--- src/rsld_cfg.svh ---
// Offsets, field positions, reset values and timing counts for the status LED driver
// Function
// Power indicator stays lit continuously once the unit has powered on.
// Wired link colour shows speed: red 10, green 100, orange 1000 Mb/s.
// Three-LED wired port indicator flashes while Ethernet data is moving.
// Three-LED operating: scanning blinks yellow, registering yellow, registered green.
// Five/six-LED operating, unregistered: first three indicators cycle left to right.
// Five/six-LED aiming: first three indicators form a bar graph of power.
// Three-LED aiming: session indicator yellow below threshold, green above it.
// Retrofit/connectorized aiming: session indicator green below threshold, yellow above.
// Dual-port unit: each port indicator lit while that port's link is present.
// Dual-port unit: each port indicator flashes for activity and speed on its port.
// Standard variants: primary link indicator lit continuously while link is present.
// Standard variants: separate activity indicator flashes during data transfer.
// Five/six-LED operating: sync indicator shows sync, session indicator shows session.
// Mode selects operating or aiming; periods in clock cycles; LED outputs registered.
`ifndef RSLD_CFG_SVH
`define RSLD_CFG_SVH

// Register byte offsets
`define RSLD_CTRL_OFF       12'h000
`define RSLD_THRESH_OFF     12'h004
`define RSLD_STATUS_OFF     12'h008

// Control fields
`define RSLD_CTRL_AIM_BIT   0
`define RSLD_CTRL_VAR_LSB   1
`define RSLD_CTRL_VAR_MSB   3

// Threshold fields, eight bits each
`define RSLD_THR_SUFF_LSB   0
`define RSLD_THR_BAR1_LSB   8
`define RSLD_THR_BAR2_LSB   16
`define RSLD_THR_BAR3_LSB   24

// Reset values
`define RSLD_CTRL_RST       32'h00000000
`define RSLD_THRESH_RST     32'hC0A08060

// Timing, in milliseconds and derived clock counts
`define RSLD_CLK_KHZ        10000
`define RSLD_BLINK_HALF_MS  250
`define RSLD_STEP_MS        300
`define RSLD_FLASH_HOLD_MS  50
`define RSLD_FLASH_PH_MS    40
`define RSLD_BLINK_CYC      (`RSLD_BLINK_HALF_MS * `RSLD_CLK_KHZ)
`define RSLD_STEP_CYC       (`RSLD_STEP_MS * `RSLD_CLK_KHZ)
`define RSLD_FLASH_HOLD_CYC (`RSLD_FLASH_HOLD_MS * `RSLD_CLK_KHZ)
`define RSLD_FLASH_PH_CYC   (`RSLD_FLASH_PH_MS * `RSLD_CLK_KHZ)

`endif

--- src/rsld_pkg.sv ---
// Types shared by the status LED driver files
package rsld_pkg;

    typedef enum logic [1:0] {RSLD_SPD_10, RSLD_SPD_100, RSLD_SPD_1000} rsld_speed_t;

    typedef enum logic [1:0] {RSLD_SES_SCAN, RSLD_SES_REGISTERING, RSLD_SES_REGISTERED} rsld_session_t;

    typedef enum logic [2:0] {RSLD_VAR_THREE, RSLD_VAR_RETRO, RSLD_VAR_MULTI, RSLD_VAR_DUAL} rsld_variant_t;

    typedef enum logic [2:0] {RSLD_RED, RSLD_GREEN, RSLD_ORANGE, RSLD_YELLOW} rsld_colour_t;

    typedef struct packed {
        logic         on;
        rsld_colour_t colour;
    } rsld_led_t;

    typedef struct packed {
        logic        up;
        rsld_speed_t speed;
        logic        activity;
    } rsld_port_t;

endpackage

--- src/rsld_flasher.sv ---
// Activity flasher: holds a flash window after each activity pulse, rate set by speed
`timescale 1ns/1ps
module rsld_flasher
    import rsld_pkg::*;
#(
    parameter int unsigned HOLD  = 4,
    parameter int unsigned PHASE = 4
) (
    input  wire logic        pclk,
    input  wire logic        presetn,
    input  wire logic        activity,
    input  wire rsld_speed_t speed,
    output logic             flash
);

    logic [23:0] hold_q;
    logic [23:0] ph_q;
    logic [23:0] ph_len;

    // Faster links flash faster: the phase halves per speed step
    assign ph_len = 24'(PHASE) >> speed;

    // Stretch short bursts so a single frame is still visible
    always_ff @(posedge pclk or negedge presetn) begin
        if (!presetn) begin
            hold_q <= 24'h000000;
        end else if (activity) begin
            hold_q <= 24'(HOLD);
        end else if (hold_q != 24'h000000) begin
            hold_q <= hold_q - 24'h000001;
        end
    end

    // Flash phase runs only inside the window, idle means steady
    always_ff @(posedge pclk or negedge presetn) begin
        if (!presetn) begin
            ph_q  <= 24'h000000;
            flash <= 1'b0;
        end else if (hold_q == 24'h000000) begin
            ph_q  <= 24'h000000;
            flash <= 1'b0;
        end else if (ph_q == 24'h000000) begin
            ph_q  <= ph_len;
            flash <= ~flash;
        end else begin
            ph_q <= ph_q - 24'h000001;
        end
    end

endmodule

--- src/rsld_ticker.sv ---
// Free-running half-period ticker: one-cycle tick and a toggling level
`timescale 1ns/1ps
module rsld_ticker #(
    parameter int unsigned HALF = 2
) (
    input  wire logic pclk,
    input  wire logic presetn,
    output logic      tick,
    output logic      level
);

    logic [23:0] cnt_q;

    // Wrap at the half period, toggling the level each time
    always_ff @(posedge pclk or negedge presetn) begin
        if (!presetn) begin
            cnt_q <= 24'h000000;
            tick  <= 1'b0;
            level <= 1'b0;
        end else if (cnt_q == 24'(HALF - 1)) begin
            cnt_q <= 24'h000000;
            tick  <= 1'b1;
            level <= ~level;
        end else begin
            cnt_q <= cnt_q + 24'h000001;
            tick  <= 1'b0;
        end
    end

endmodule

--- src/rsld_top.sv ---
// Status LED driver top: APB registers, indication logic and LED output registers
`timescale 1ns/1ps
`include "rsld_cfg.svh"
module rsld_top
    import rsld_pkg::*;
#(
    parameter int unsigned BLINK_HALF = `RSLD_BLINK_CYC,
    parameter int unsigned STEP_CYC   = `RSLD_STEP_CYC,
    parameter int unsigned FLASH_HOLD = `RSLD_FLASH_HOLD_CYC,
    parameter int unsigned FLASH_PH   = `RSLD_FLASH_PH_CYC
) (
    input  wire logic          pclk,
    input  wire logic          presetn,
    input  wire logic          psel,
    input  wire logic          penable,
    input  wire logic          pwrite,
    input  wire logic [11:0]   paddr,
    input  wire logic [31:0]   pwdata,
    output logic [31:0]        prdata,
    output logic               pready,
    output logic               pslverr,
    input  wire logic          power_good,
    input  wire rsld_port_t    port_main,
    input  wire rsld_port_t    port_aux,
    input  wire rsld_session_t session_state,
    input  wire logic          in_sync,
    input  wire logic          in_session,
    input  wire logic [7:0]    rx_level,
    output logic               power_indicator,
    output rsld_led_t          wired_port_indicator,
    output rsld_led_t          combined_session_indicator,
    output logic               bar_position_one,
    output logic               bar_position_two,
    output logic               bar_position_three,
    output rsld_led_t          primary_link_indicator,
    output logic               activity_indicator,
    output logic               primary_port_link_activity,
    output logic               secondary_port_link_activity
);

    // Link speed to indicator colour
    function automatic rsld_colour_t speed_colour(input rsld_speed_t s);
        case (s)
            RSLD_SPD_10:  speed_colour = RSLD_RED;
            RSLD_SPD_100: speed_colour = RSLD_GREEN;
            default:      speed_colour = RSLD_ORANGE;
        endcase
    endfunction

    // Received level strictly above a threshold field
    function automatic logic above(input logic [7:0] lvl, input logic [7:0] thr);
        above = lvl > thr;
    endfunction

    logic          aim_q;
    rsld_variant_t variant_q;
    logic [31:0]   thr_q;
    logic [1:0]    step_q;
    logic          access;
    logic          unmapped;
    logic [31:0]   status;
    logic [7:0]    thr_suff;
    logic [7:0]    thr_bar1;
    logic [7:0]    thr_bar2;
    logic [7:0]    thr_bar3;
    logic          blink_lvl;
    logic          step_tick;
    logic          flash_main;
    logic          flash_aux;
    rsld_led_t     wired_d;
    rsld_led_t     sess_d;
    rsld_led_t     prim_d;
    logic [2:0]    bars_d;
    logic          act_d;
    logic          pact_d;
    logic          aact_d;

    assign thr_suff = thr_q[`RSLD_THR_SUFF_LSB +: 8];
    assign thr_bar1 = thr_q[`RSLD_THR_BAR1_LSB +: 8];
    assign thr_bar2 = thr_q[`RSLD_THR_BAR2_LSB +: 8];
    assign thr_bar3 = thr_q[`RSLD_THR_BAR3_LSB +: 8];

    // Scanning blink and sequence step timebases
    rsld_ticker #(.HALF(BLINK_HALF)) u_blink (
        .pclk    (pclk),
        .presetn (presetn),
        .tick    (),
        .level   (blink_lvl)
    );

    rsld_ticker #(.HALF(STEP_CYC)) u_step (
        .pclk    (pclk),
        .presetn (presetn),
        .tick    (step_tick),
        .level   ()
    );

    // One flasher per wired port
    rsld_flasher #(.HOLD(FLASH_HOLD), .PHASE(FLASH_PH)) u_flash_main (
        .pclk     (pclk),
        .presetn  (presetn),
        .activity (port_main.activity),
        .speed    (port_main.speed),
        .flash    (flash_main)
    );

    rsld_flasher #(.HOLD(FLASH_HOLD), .PHASE(FLASH_PH)) u_flash_aux (
        .pclk     (pclk),
        .presetn  (presetn),
        .activity (port_aux.activity),
        .speed    (port_aux.speed),
        .flash    (flash_aux)
    );

    // APB decode: answer in the second access cycle so every output is a flop
    assign access   = psel & penable;
    assign unmapped = (paddr != `RSLD_CTRL_OFF) && (paddr != `RSLD_THRESH_OFF) && (paddr != `RSLD_STATUS_OFF);
    assign status   = 32'({secondary_port_link_activity, primary_port_link_activity, activity_indicator,
                           primary_link_indicator, bar_position_three, bar_position_two, bar_position_one,
                           combined_session_indicator, wired_port_indicator, power_indicator});

    always_ff @(posedge pclk or negedge presetn) begin
        if (!presetn) begin
            pready  <= 1'b0;
            pslverr <= 1'b0;
            prdata  <= 32'h00000000;
        end else begin
            pready  <= access & ~pready;
            pslverr <= access & ~pready & unmapped;
            if (access & ~pready & ~pwrite) begin
                case (paddr)
                    `RSLD_CTRL_OFF:   prdata <= 32'({variant_q, aim_q});
                    `RSLD_THRESH_OFF: prdata <= thr_q;
                    `RSLD_STATUS_OFF: prdata <= status;
                    default:          prdata <= 32'h00000000;
                endcase
            end
        end
    end

    // Writes land only at the edge where the master sees pready
    always_ff @(posedge pclk or negedge presetn) begin
        if (!presetn) begin
            aim_q     <= 1'(`RSLD_CTRL_RST >> `RSLD_CTRL_AIM_BIT);
            variant_q <= rsld_variant_t'(3'(`RSLD_CTRL_RST >> `RSLD_CTRL_VAR_LSB));
            thr_q     <= `RSLD_THRESH_RST;
        end else if (access & pready & pwrite) begin
            if (paddr == `RSLD_CTRL_OFF) begin
                aim_q     <= pwdata[`RSLD_CTRL_AIM_BIT];
                variant_q <= rsld_variant_t'(pwdata[`RSLD_CTRL_VAR_MSB:`RSLD_CTRL_VAR_LSB]);
            end
            if (paddr == `RSLD_THRESH_OFF) begin
                thr_q <= pwdata;
            end
        end
    end

    // Left-to-right scan position, four steps with an all-dark gap
    always_ff @(posedge pclk or negedge presetn) begin
        if (!presetn) begin
            step_q <= 2'h0;
        end else if (step_tick) begin
            step_q <= step_q + 2'h1;
        end
    end

    // Indication decode per hardware variant
    always_comb begin
        wired_d = '{on: 1'b0, colour: speed_colour(port_main.speed)};
        sess_d  = '{on: 1'b1, colour: RSLD_YELLOW};
        prim_d  = '{on: 1'b0, colour: speed_colour(port_main.speed)};
        bars_d  = 3'h0;
        act_d   = 1'b0;
        pact_d  = 1'b0;
        aact_d  = 1'b0;
        case (variant_q)
            RSLD_VAR_THREE, RSLD_VAR_RETRO: begin
                // Dark half of each flash marks traffic on the wired port
                wired_d.on = port_main.up & ~flash_main;
                if (aim_q) begin
                    if (variant_q == RSLD_VAR_THREE) begin
                        sess_d.colour = above(rx_level, thr_suff) ? RSLD_GREEN : RSLD_YELLOW;
                    end else begin
                        sess_d.colour = above(rx_level, thr_suff) ? RSLD_YELLOW : RSLD_GREEN;
                    end
                end else begin
                    // The retrofit units swap the two session colours
                    case (session_state)
                        RSLD_SES_SCAN: begin
                            sess_d.on     = blink_lvl;
                            sess_d.colour = (variant_q == RSLD_VAR_THREE) ? RSLD_YELLOW : RSLD_GREEN;
                        end
                        RSLD_SES_REGISTERING: begin
                            sess_d.colour = (variant_q == RSLD_VAR_THREE) ? RSLD_YELLOW : RSLD_GREEN;
                        end
                        default: begin
                            sess_d.colour = (variant_q == RSLD_VAR_THREE) ? RSLD_GREEN : RSLD_YELLOW;
                        end
                    endcase
                end
            end
            RSLD_VAR_MULTI: begin
                sess_d.on = 1'b0;
                prim_d.on = port_main.up;
                act_d     = flash_main;
                if (aim_q) begin
                    // Higher bars need the lower ones, so the graph never has holes
                    bars_d[0] = above(rx_level, thr_bar1);
                    bars_d[1] = bars_d[0] & above(rx_level, thr_bar2);
                    bars_d[2] = bars_d[1] & above(rx_level, thr_bar3);
                end else if (session_state != RSLD_SES_REGISTERED) begin
                    bars_d = (step_q == 2'h3) ? 3'h0 : 3'(3'h1 << step_q);
                end else begin
                    bars_d = {1'b0, in_session, in_sync};
                end
            end
            RSLD_VAR_DUAL: begin
                sess_d.on = 1'b0;
                pact_d    = port_main.up & ~flash_main;
                aact_d    = port_aux.up & ~flash_aux;
            end
            default: begin
                sess_d.on = 1'b0;
            end
        endcase
    end

    // Power indicator latches on at first power-good
    always_ff @(posedge pclk or negedge presetn) begin
        if (!presetn) begin
            power_indicator <= 1'b0;
        end else begin
            power_indicator <= power_indicator | power_good;
        end
    end

    // All LED drives leave the block from flops
    always_ff @(posedge pclk or negedge presetn) begin
        if (!presetn) begin
            wired_port_indicator         <= '{on: 1'b0, colour: RSLD_RED};
            combined_session_indicator   <= '{on: 1'b0, colour: RSLD_RED};
            primary_link_indicator       <= '{on: 1'b0, colour: RSLD_RED};
            bar_position_one             <= 1'b0;
            bar_position_two             <= 1'b0;
            bar_position_three           <= 1'b0;
            activity_indicator           <= 1'b0;
            primary_port_link_activity   <= 1'b0;
            secondary_port_link_activity <= 1'b0;
        end else begin
            wired_port_indicator         <= wired_d;
            combined_session_indicator   <= sess_d;
            primary_link_indicator       <= prim_d;
            bar_position_one             <= bars_d[0];
            bar_position_two             <= bars_d[1];
            bar_position_three           <= bars_d[2];
            activity_indicator           <= act_d;
            primary_port_link_activity   <= pact_d;
            secondary_port_link_activity <= aact_d;
        end
    end
endmodule

--- config.mk ---
export PLATFORM = sky130hd
export DESIGN_NAME = rsld_top
export DESIGN_NICKNAME = d
export VERILOG_FILES = /design/src/rsld_pkg.sv /design/src/rsld_flasher.sv /design/src/rsld_ticker.sv /design/src/rsld_top.sv
export VERILOG_INCLUDE_DIRS = /design/src
export SDC_FILE = /design/constraint.sdc
export NUM_CORES = 1
export LEC_CHECK = 0
export BUFFER_PORTS_ARGS = -buffer_cell sky130_fd_sc_hd__buf_2
export CORE_UTILIZATION = 60
export CTS_CLUSTER_SIZE = 8
export DETAILED_ROUTE_END_ITERATION = 8
export GPL_ROUTABILITY_DRIVEN = 0
export GPL_TIMING_DRIVEN = 0
export PLACE_DENSITY = 0.88
export RECOVER_POWER = 25
export SLEW_MARGIN = 20
export SYNTH_ARGS = -nofsm -noshare
export SYNTH_HDL_FRONTEND = slang
export SYNTH_HIERARCHICAL = 1
export SYNTH_SLANG_ARGS = --single-unit
export TNS_END_PERCENT = 20
--- constraint.sdc ---
create_clock -name pclk -period 3.5 [get_ports pclk]
set_input_delay 0.35 -clock pclk [delete_from_list [all_inputs] [get_ports pclk]]
set_output_delay 0.35 -clock pclk [all_outputs]
set_load 0.005 [all_outputs]
After elaboration in Yosys (flattened, before gate mapping)
Cells that the tools add are included.
{ "op_classes": {"magnitude_cmp": 4, "reduce_logical": 21, "n_mux": 37, "n_eq_ne": 13, "n_addsub": 7, "n_shift": 3, "bitwise": 16} }
{ "op_table": {"columns": ["op", "count"], "rows": [
  ["$mux 24", 10],
  ["$logic_not 24->1", 4],
  ["$pmux 32 s3", 1],
  ["$sub 24x1->24 const B", 4],
  ["$add 24x1->24 const B", 2],
  ["$eq 24x22->1 const B", 2],
  ["$reduce_bool 24->1", 2],
  ["$shr 19x2->24 const A", 2],
  ["$gt 8x8->1", 4],
  ["$mux 3", 5],
  ["$mux 2", 7],
  ["$mux 1", 13],
  ["$eq 12x3->1 const B", 1],
  ["$eq 12x4->1 const B", 1],
  ["$logic_not 12->1", 1],
  ["$ne 12x3->1 const B", 1],
  ["$ne 12x4->1 const B", 1],
  ["$reduce_bool 12->1", 1],
  ["$and 1x1->1", 10],
  ["$reduce_bool 2->1", 4],
  ["$eq 3x2->1 const B", 2],
  ["$not 1->1", 5],
  ["$eq 2x1->1 const B", 2],
  ["$logic_not 2->1", 2],
  ["11 further kinds", 14]
]} }
{ "word_totals": {"wordCells": 130, "register_bits": 236} }

Logic depth before layout (Yosys ltp)
{ "depth": {"depth_word": 5, "depth_mapped": 8, "ltp_nobuf": 7} }

Cells and area by module
Netlist, hierarchy kept.
{ "by_module_without_submodules": {"columns": ["module", "seq_area_each_um2", "cells_per_inst", "n_inst", "area_per_inst_um2"], "rows": [
  ["rsld_flasher", 1226.2, 268, 2, 2666.3],
  ["rsld_top", 2160.8, 444, 1, 4385.5],
  ["rsld_ticker at u_step", 650.6, 115, 1, 1290.0],
  ["rsld_ticker at u_blink", 650.6, 111, 1, 1246.2]
]} }

Worst setup path before layout
No wires, ideal clock.
{ "synth_timing": {"path_kind": "reg2reg", "start": "register u_flash_aux.hold_q[0]", "end": "register u_flash_aux.hold_q[7]", "arrival_time_ns": 2.307, "path_buffers": 1, "stages_incl_launch_ff": 9, "setup_ns": 0.125, "setup_slack_ns": 1.068, "t_required_ns": 3.375, "synth_period_minus_slack_ns": 2.432, "path_cell_list": "dfrtp_1 -> inv_1 -> ha_1 -> or3b_2 -> or3b_1 -> buf_2 -> o31ai_2 -> nor4b_1 -> mux2_2"} }
{ "synth_between": {"elab_chain_len": 3, "elab_cells_between_ends": 5} }
{ "synth_rtl": {"columns": ["item", "line", "rtl"], "rows": [
  ["from (decl)", "rsld_flasher.sv:16", "logic [23:0] hold_q;"],
  ["from (signal assigned)", "rsld_flasher.sv:28", "hold_q <= 24'(HOLD);"],
  ["from (signal assigned)", "rsld_flasher.sv:30", "hold_q <= hold_q - 24'h000001;"],
  ["$sub 24x1->24", "rsld_flasher.sv:30", null],
  ["$mux 24", "rsld_flasher.sv:29", "end else if (hold_q != 24'h000000) begin"],
  ["$mux 24", "rsld_flasher.sv:27", "end else if (activity) begin"]
]} }
Several ways; a longest one is shown, not always the timed one. The select of a mux whose other input is x is not followed.
A chain may end at the register's enable or synchronous reset.

Worst setup path after layout
{ "layout_timing": {"start": "register u_flash_aux.hold_q[0]", "end": "register u_flash_aux.ph_q[20]"} }
{ "layout_between": {"elab_chain_len": 2} }
{ "layout_rtl": {"columns": ["item", "line", "rtl"], "rows": [
  ["$logic_not 24->1", "rsld_flasher.sv:39", "end else if (hold_q == 24'h000000) begin"],
  ["$mux 24", "rsld_flasher.sv:39", null],
  ["to (signal assigned)", "rsld_flasher.sv:43", "ph_q <= ph_len;"],
  ["to (signal assigned)", "rsld_flasher.sv:46", "ph_q <= ph_q - 24'h000001;"],
  ["to (decl)", "rsld_flasher.sv:17", "logic [23:0] ph_q;"]
]} }
No other way between the ends.

==> metrics list <==
- STA classifies the critical path startpoint as a flop.
- Boundary pin count: 123
- Via count of the first global-routing pass: 9954
- LEAKAGE: 0.00652 µW
- Internal power: approximately 4800 µW
- In this run the worst path has a maximum fanout of 10.
* Drt first-iter violations: roughly 660
* Clock network power share: 48.4%
- In this run the clock root is driven by a sky130_fd_sc_hd__clkbuf_16.
- Once layout is complete, the cells apart from fillers number 1641.
- Post-route DRC: 0
* Gr usage total: between 20% and 30%
* Post-placement worst setup slack: 0.723 ns
- In this run the mean area of a mapped cell was approximately 10 µm².
* Total count of max-transition violations in the final report: 0
- The floorplan step defined a die boundary enclosing about 21000 µm².
- Entering global routing, the biggest net connects 75 pins.
- Setup slack closes at around 0.61 ns.
- Detail-routed net length per standard cell: 18.0 µm
* Peak supply drop: 0.332 mV
* Power per cell area: ~440 nW/µm²
- Per report_power, the combinational group accounts for a little over 6% of the total.
- Summed over all failing endpoints, the final setup total negative slack is 0 ns.
- The tool flagged a number of max-cap violations equal to 1.
- Data on the critical path is required at its endpoint by around 3.9 ns.
* Std cell rows: about 50
* Buffers added on ports: about 120
* CTS sink count: 234
* Net total in the final layout: around 1500
- The first global-routing pass estimated about 48 mm of wire.
- Type of the most critical hold path: in -> reg
- Once detail routing completed, the nets flagged for antenna violations numbered 0.
- Clock input transition at the sequential cells of the worst setup and hold paths: 0.05 ns
* Initial cell density of the core: approximately 62%
- Worst-case headroom to the max-slew limit: less than 1%
* Least-Margin Pin Slew: 1.50 ns
- For this design, the slowest cell found on the critical path is sky130_fd_sc_hd__nor3b_2.
- Setup repair after global routing left no endpoint under its margin.
- The setup path with the least slack is of type reg -> reg.
* Combined area of all synthesized cells: between 10000 and 15000 µm²
- Initial antenna violation count: 0
- Failing checks: capacitance limit
- The die is roughly 140 µm wide.
- Source-to-sink clock delay at the later pin of the worst-skew pair: 0.51 ns
* Vias per cell: slightly above 6
* Skew final: slightly below 0.02 ns
* Post-layout instance area: about 14000 µm²
- Area of the core region: around 20000 µm²
- Share of post-route cells with drive strength above 1: between 10% and 20%
* Data arrival time of the critical path: 3.24 ns
* Power share of the sequential group: 45.4%
- Number of failing setup endpoints in the final timing report: 0
- On the worst path, the slowest cell contributes a delay of between 0.5 and 0.6 ns.
- CTS tree: built
- Of the total power, the share spent switching nets is 23.0%.
- The pre-antenna-repair detailed-routing pass consisted of 5 iterations.
- After layout, the worst path uses ~83% of the clock period.
- Summed over all nets, the switching power comes to between 1000 and 1500 µW.
* Cell count after synthesis: 1203
- Detailed placement HPWL: 20.4 mm
* Post-synthesis to final-layout area growth: 16.0%
- For this run, the top clock speed supported by timing is 346 MHz.
* Count of vias placed by the detailed router: 10100
* Bufs on Longest Clock Path: 3
* Synth Warn #: 6
- After global routing the overflow that remains totals 0.
- Num CTS Buffers: 35
- Total power for the finished layout comes to between 6000 and 7000 µW.
- Outcome: complete, but fails checks
* Die height: 145 µm
- CTS built an H-tree with a depth of 2.
- In this run the cell area measured after placement is about 13000 µm².
- Crit path capture type: flop
- Drt total wl: a little under 30 mm
- The critical path goes through inv_1 > ha_1 > or3b_2 > nor3b_2 > nand3_1 > o21ai_2 > nor2_1.
- Inst Count DP: ~1600
* Diode insertion count for antenna repair: 0
- Final number of hold-violating endpoints: 0
- Tmin final: a little under 3 ns
==> timing repair <==
item	4_1_cts	5_1_grt
resized for setup	0	0
setup buffers	0	0
hold endpoints to repair	43	0
hold buffers	1	0
==> final cells by class <==
class,count,area [µm²]
Sequential cell,234,5860
Multi-Input combinational cell,869,5810
Fill cell,1338,5570
Clock buffer,48,946
Timing Repair Buffer,120,657
Tap cell,265,332
Buffer,53,323
Inverter,49,184
Clock inverter,3,33.8
==> power by group through the flow <==
stage	clock network (µW)	logic, µW	registers [µW]
after floorplan	0	201	2850
after global placement	0	346	2860
after detailed placement	0	374	2860
after CTS	3050	381	2820
after global routing	3180	422	2820
final	3000	381	2820
==> per-layer routing <==
metal / part of all wire (%) / vias to the layer above / track usage [%]
met5: 0 / - / 0
met4: 4.3 / 0 / 14.6
met3: 6.9 / 115 / 5.33
met2: 48 / 451 / 49.6
met1: 41 / 4918 / 36.1
li1: - / 4594 / -
==> through the flow <==
step           utilization, %  hold slack [ns]
2_1_floorplan               -           0.0544
3_3_place_gp             66.5            0.447
3_5_place_dp             67.0            0.262
4_1_cts                  72.0           0.0380
5_1_grt                  71.8           0.0478
6_report                 71.8           0.0402
==> flip-flops by register name (all words and copies together), names as in the netlist, 2 cells and up <==
name / flops
prdata: 32
thr_q: 32
u_blink/cnt_q: 24
u_flash_aux/hold_q: 24
u_flash_aux/ph_q: 24
u_flash_main/hold_q: 24
u_flash_main/ph_q: 24
u_step/cnt_q: 24
combined_session_indicator: 3
primary_link_indicator: 3
variant_q: 3
step_q: 2
==> worst paths after layout <==
kind	startpoint	end	slack [ns]	cells after the start
setup / recovery	u_flash_aux/hold_q[0]	u_flash_aux/ph_q[20]	0.61	7
hold / removal	power_good	power_indicator	0.04	2
setup reg to reg	u_flash_aux/hold_q[0]	u_flash_aux/ph_q[20]	0.61	7
hold reg to reg	prdata[20]	prdata[20]	0.46	2
max in group asynchronous	presetn	u_flash_main/ph_q[1]	0.99	5
min in group asynchronous	presetn	u_flash_aux/hold_q[16]	0.31	2
==> critical path, delay by kind of cell (launching register included) <==
kind | cells | cell delay (ns)
simple gates | 4 | 1.65
compound gates | 1 | 0.32
flops | 1 | 0.39
fa+ha+maj | 1 | 0.25
buf+inv | 1 | 0.13
==> layout by cell type (no fill, tap or decap), types with 9 or more instances in the layout <==
cell                        count
sky130_fd_sc_hd__dfrtp_1      227
sky130_fd_sc_hd__buf_2        120
sky130_fd_sc_hd__nand2_1      112
sky130_fd_sc_hd__nor2_1       102
sky130_fd_sc_hd__o21ai_0       59
sky130_fd_sc_hd__xnor2_1       53
sky130_fd_sc_hd__xor2_1        52
sky130_fd_sc_hd__nand3_1       51
sky130_fd_sc_hd__ha_1          51
sky130_fd_sc_hd__inv_1         49
sky130_fd_sc_hd__a21oi_1       44
sky130_fd_sc_hd__clkbuf_1      37
sky130_fd_sc_hd__nor3_1        37
sky130_fd_sc_hd__clkbuf_16     36
sky130_fd_sc_hd__nor4_1        28
sky130_fd_sc_hd__nand4_1       23
sky130_fd_sc_hd__a211oi_1      19
sky130_fd_sc_hd__nor2b_1       17
sky130_fd_sc_hd__buf_4         14
sky130_fd_sc_hd__or3_1         13
sky130_fd_sc_hd__a22oi_1       13
sky130_fd_sc_hd__and3_1        10
sky130_fd_sc_hd__nand2b_1      10
sky130_fd_sc_hd__o31ai_1       10
sky130_fd_sc_hd__mux2_2         9
sky130_fd_sc_hd__a31oi_1        9
sky130_fd_sc_hd__or4_1          9
Note: power is estimated with default switching activity, not from simulation.
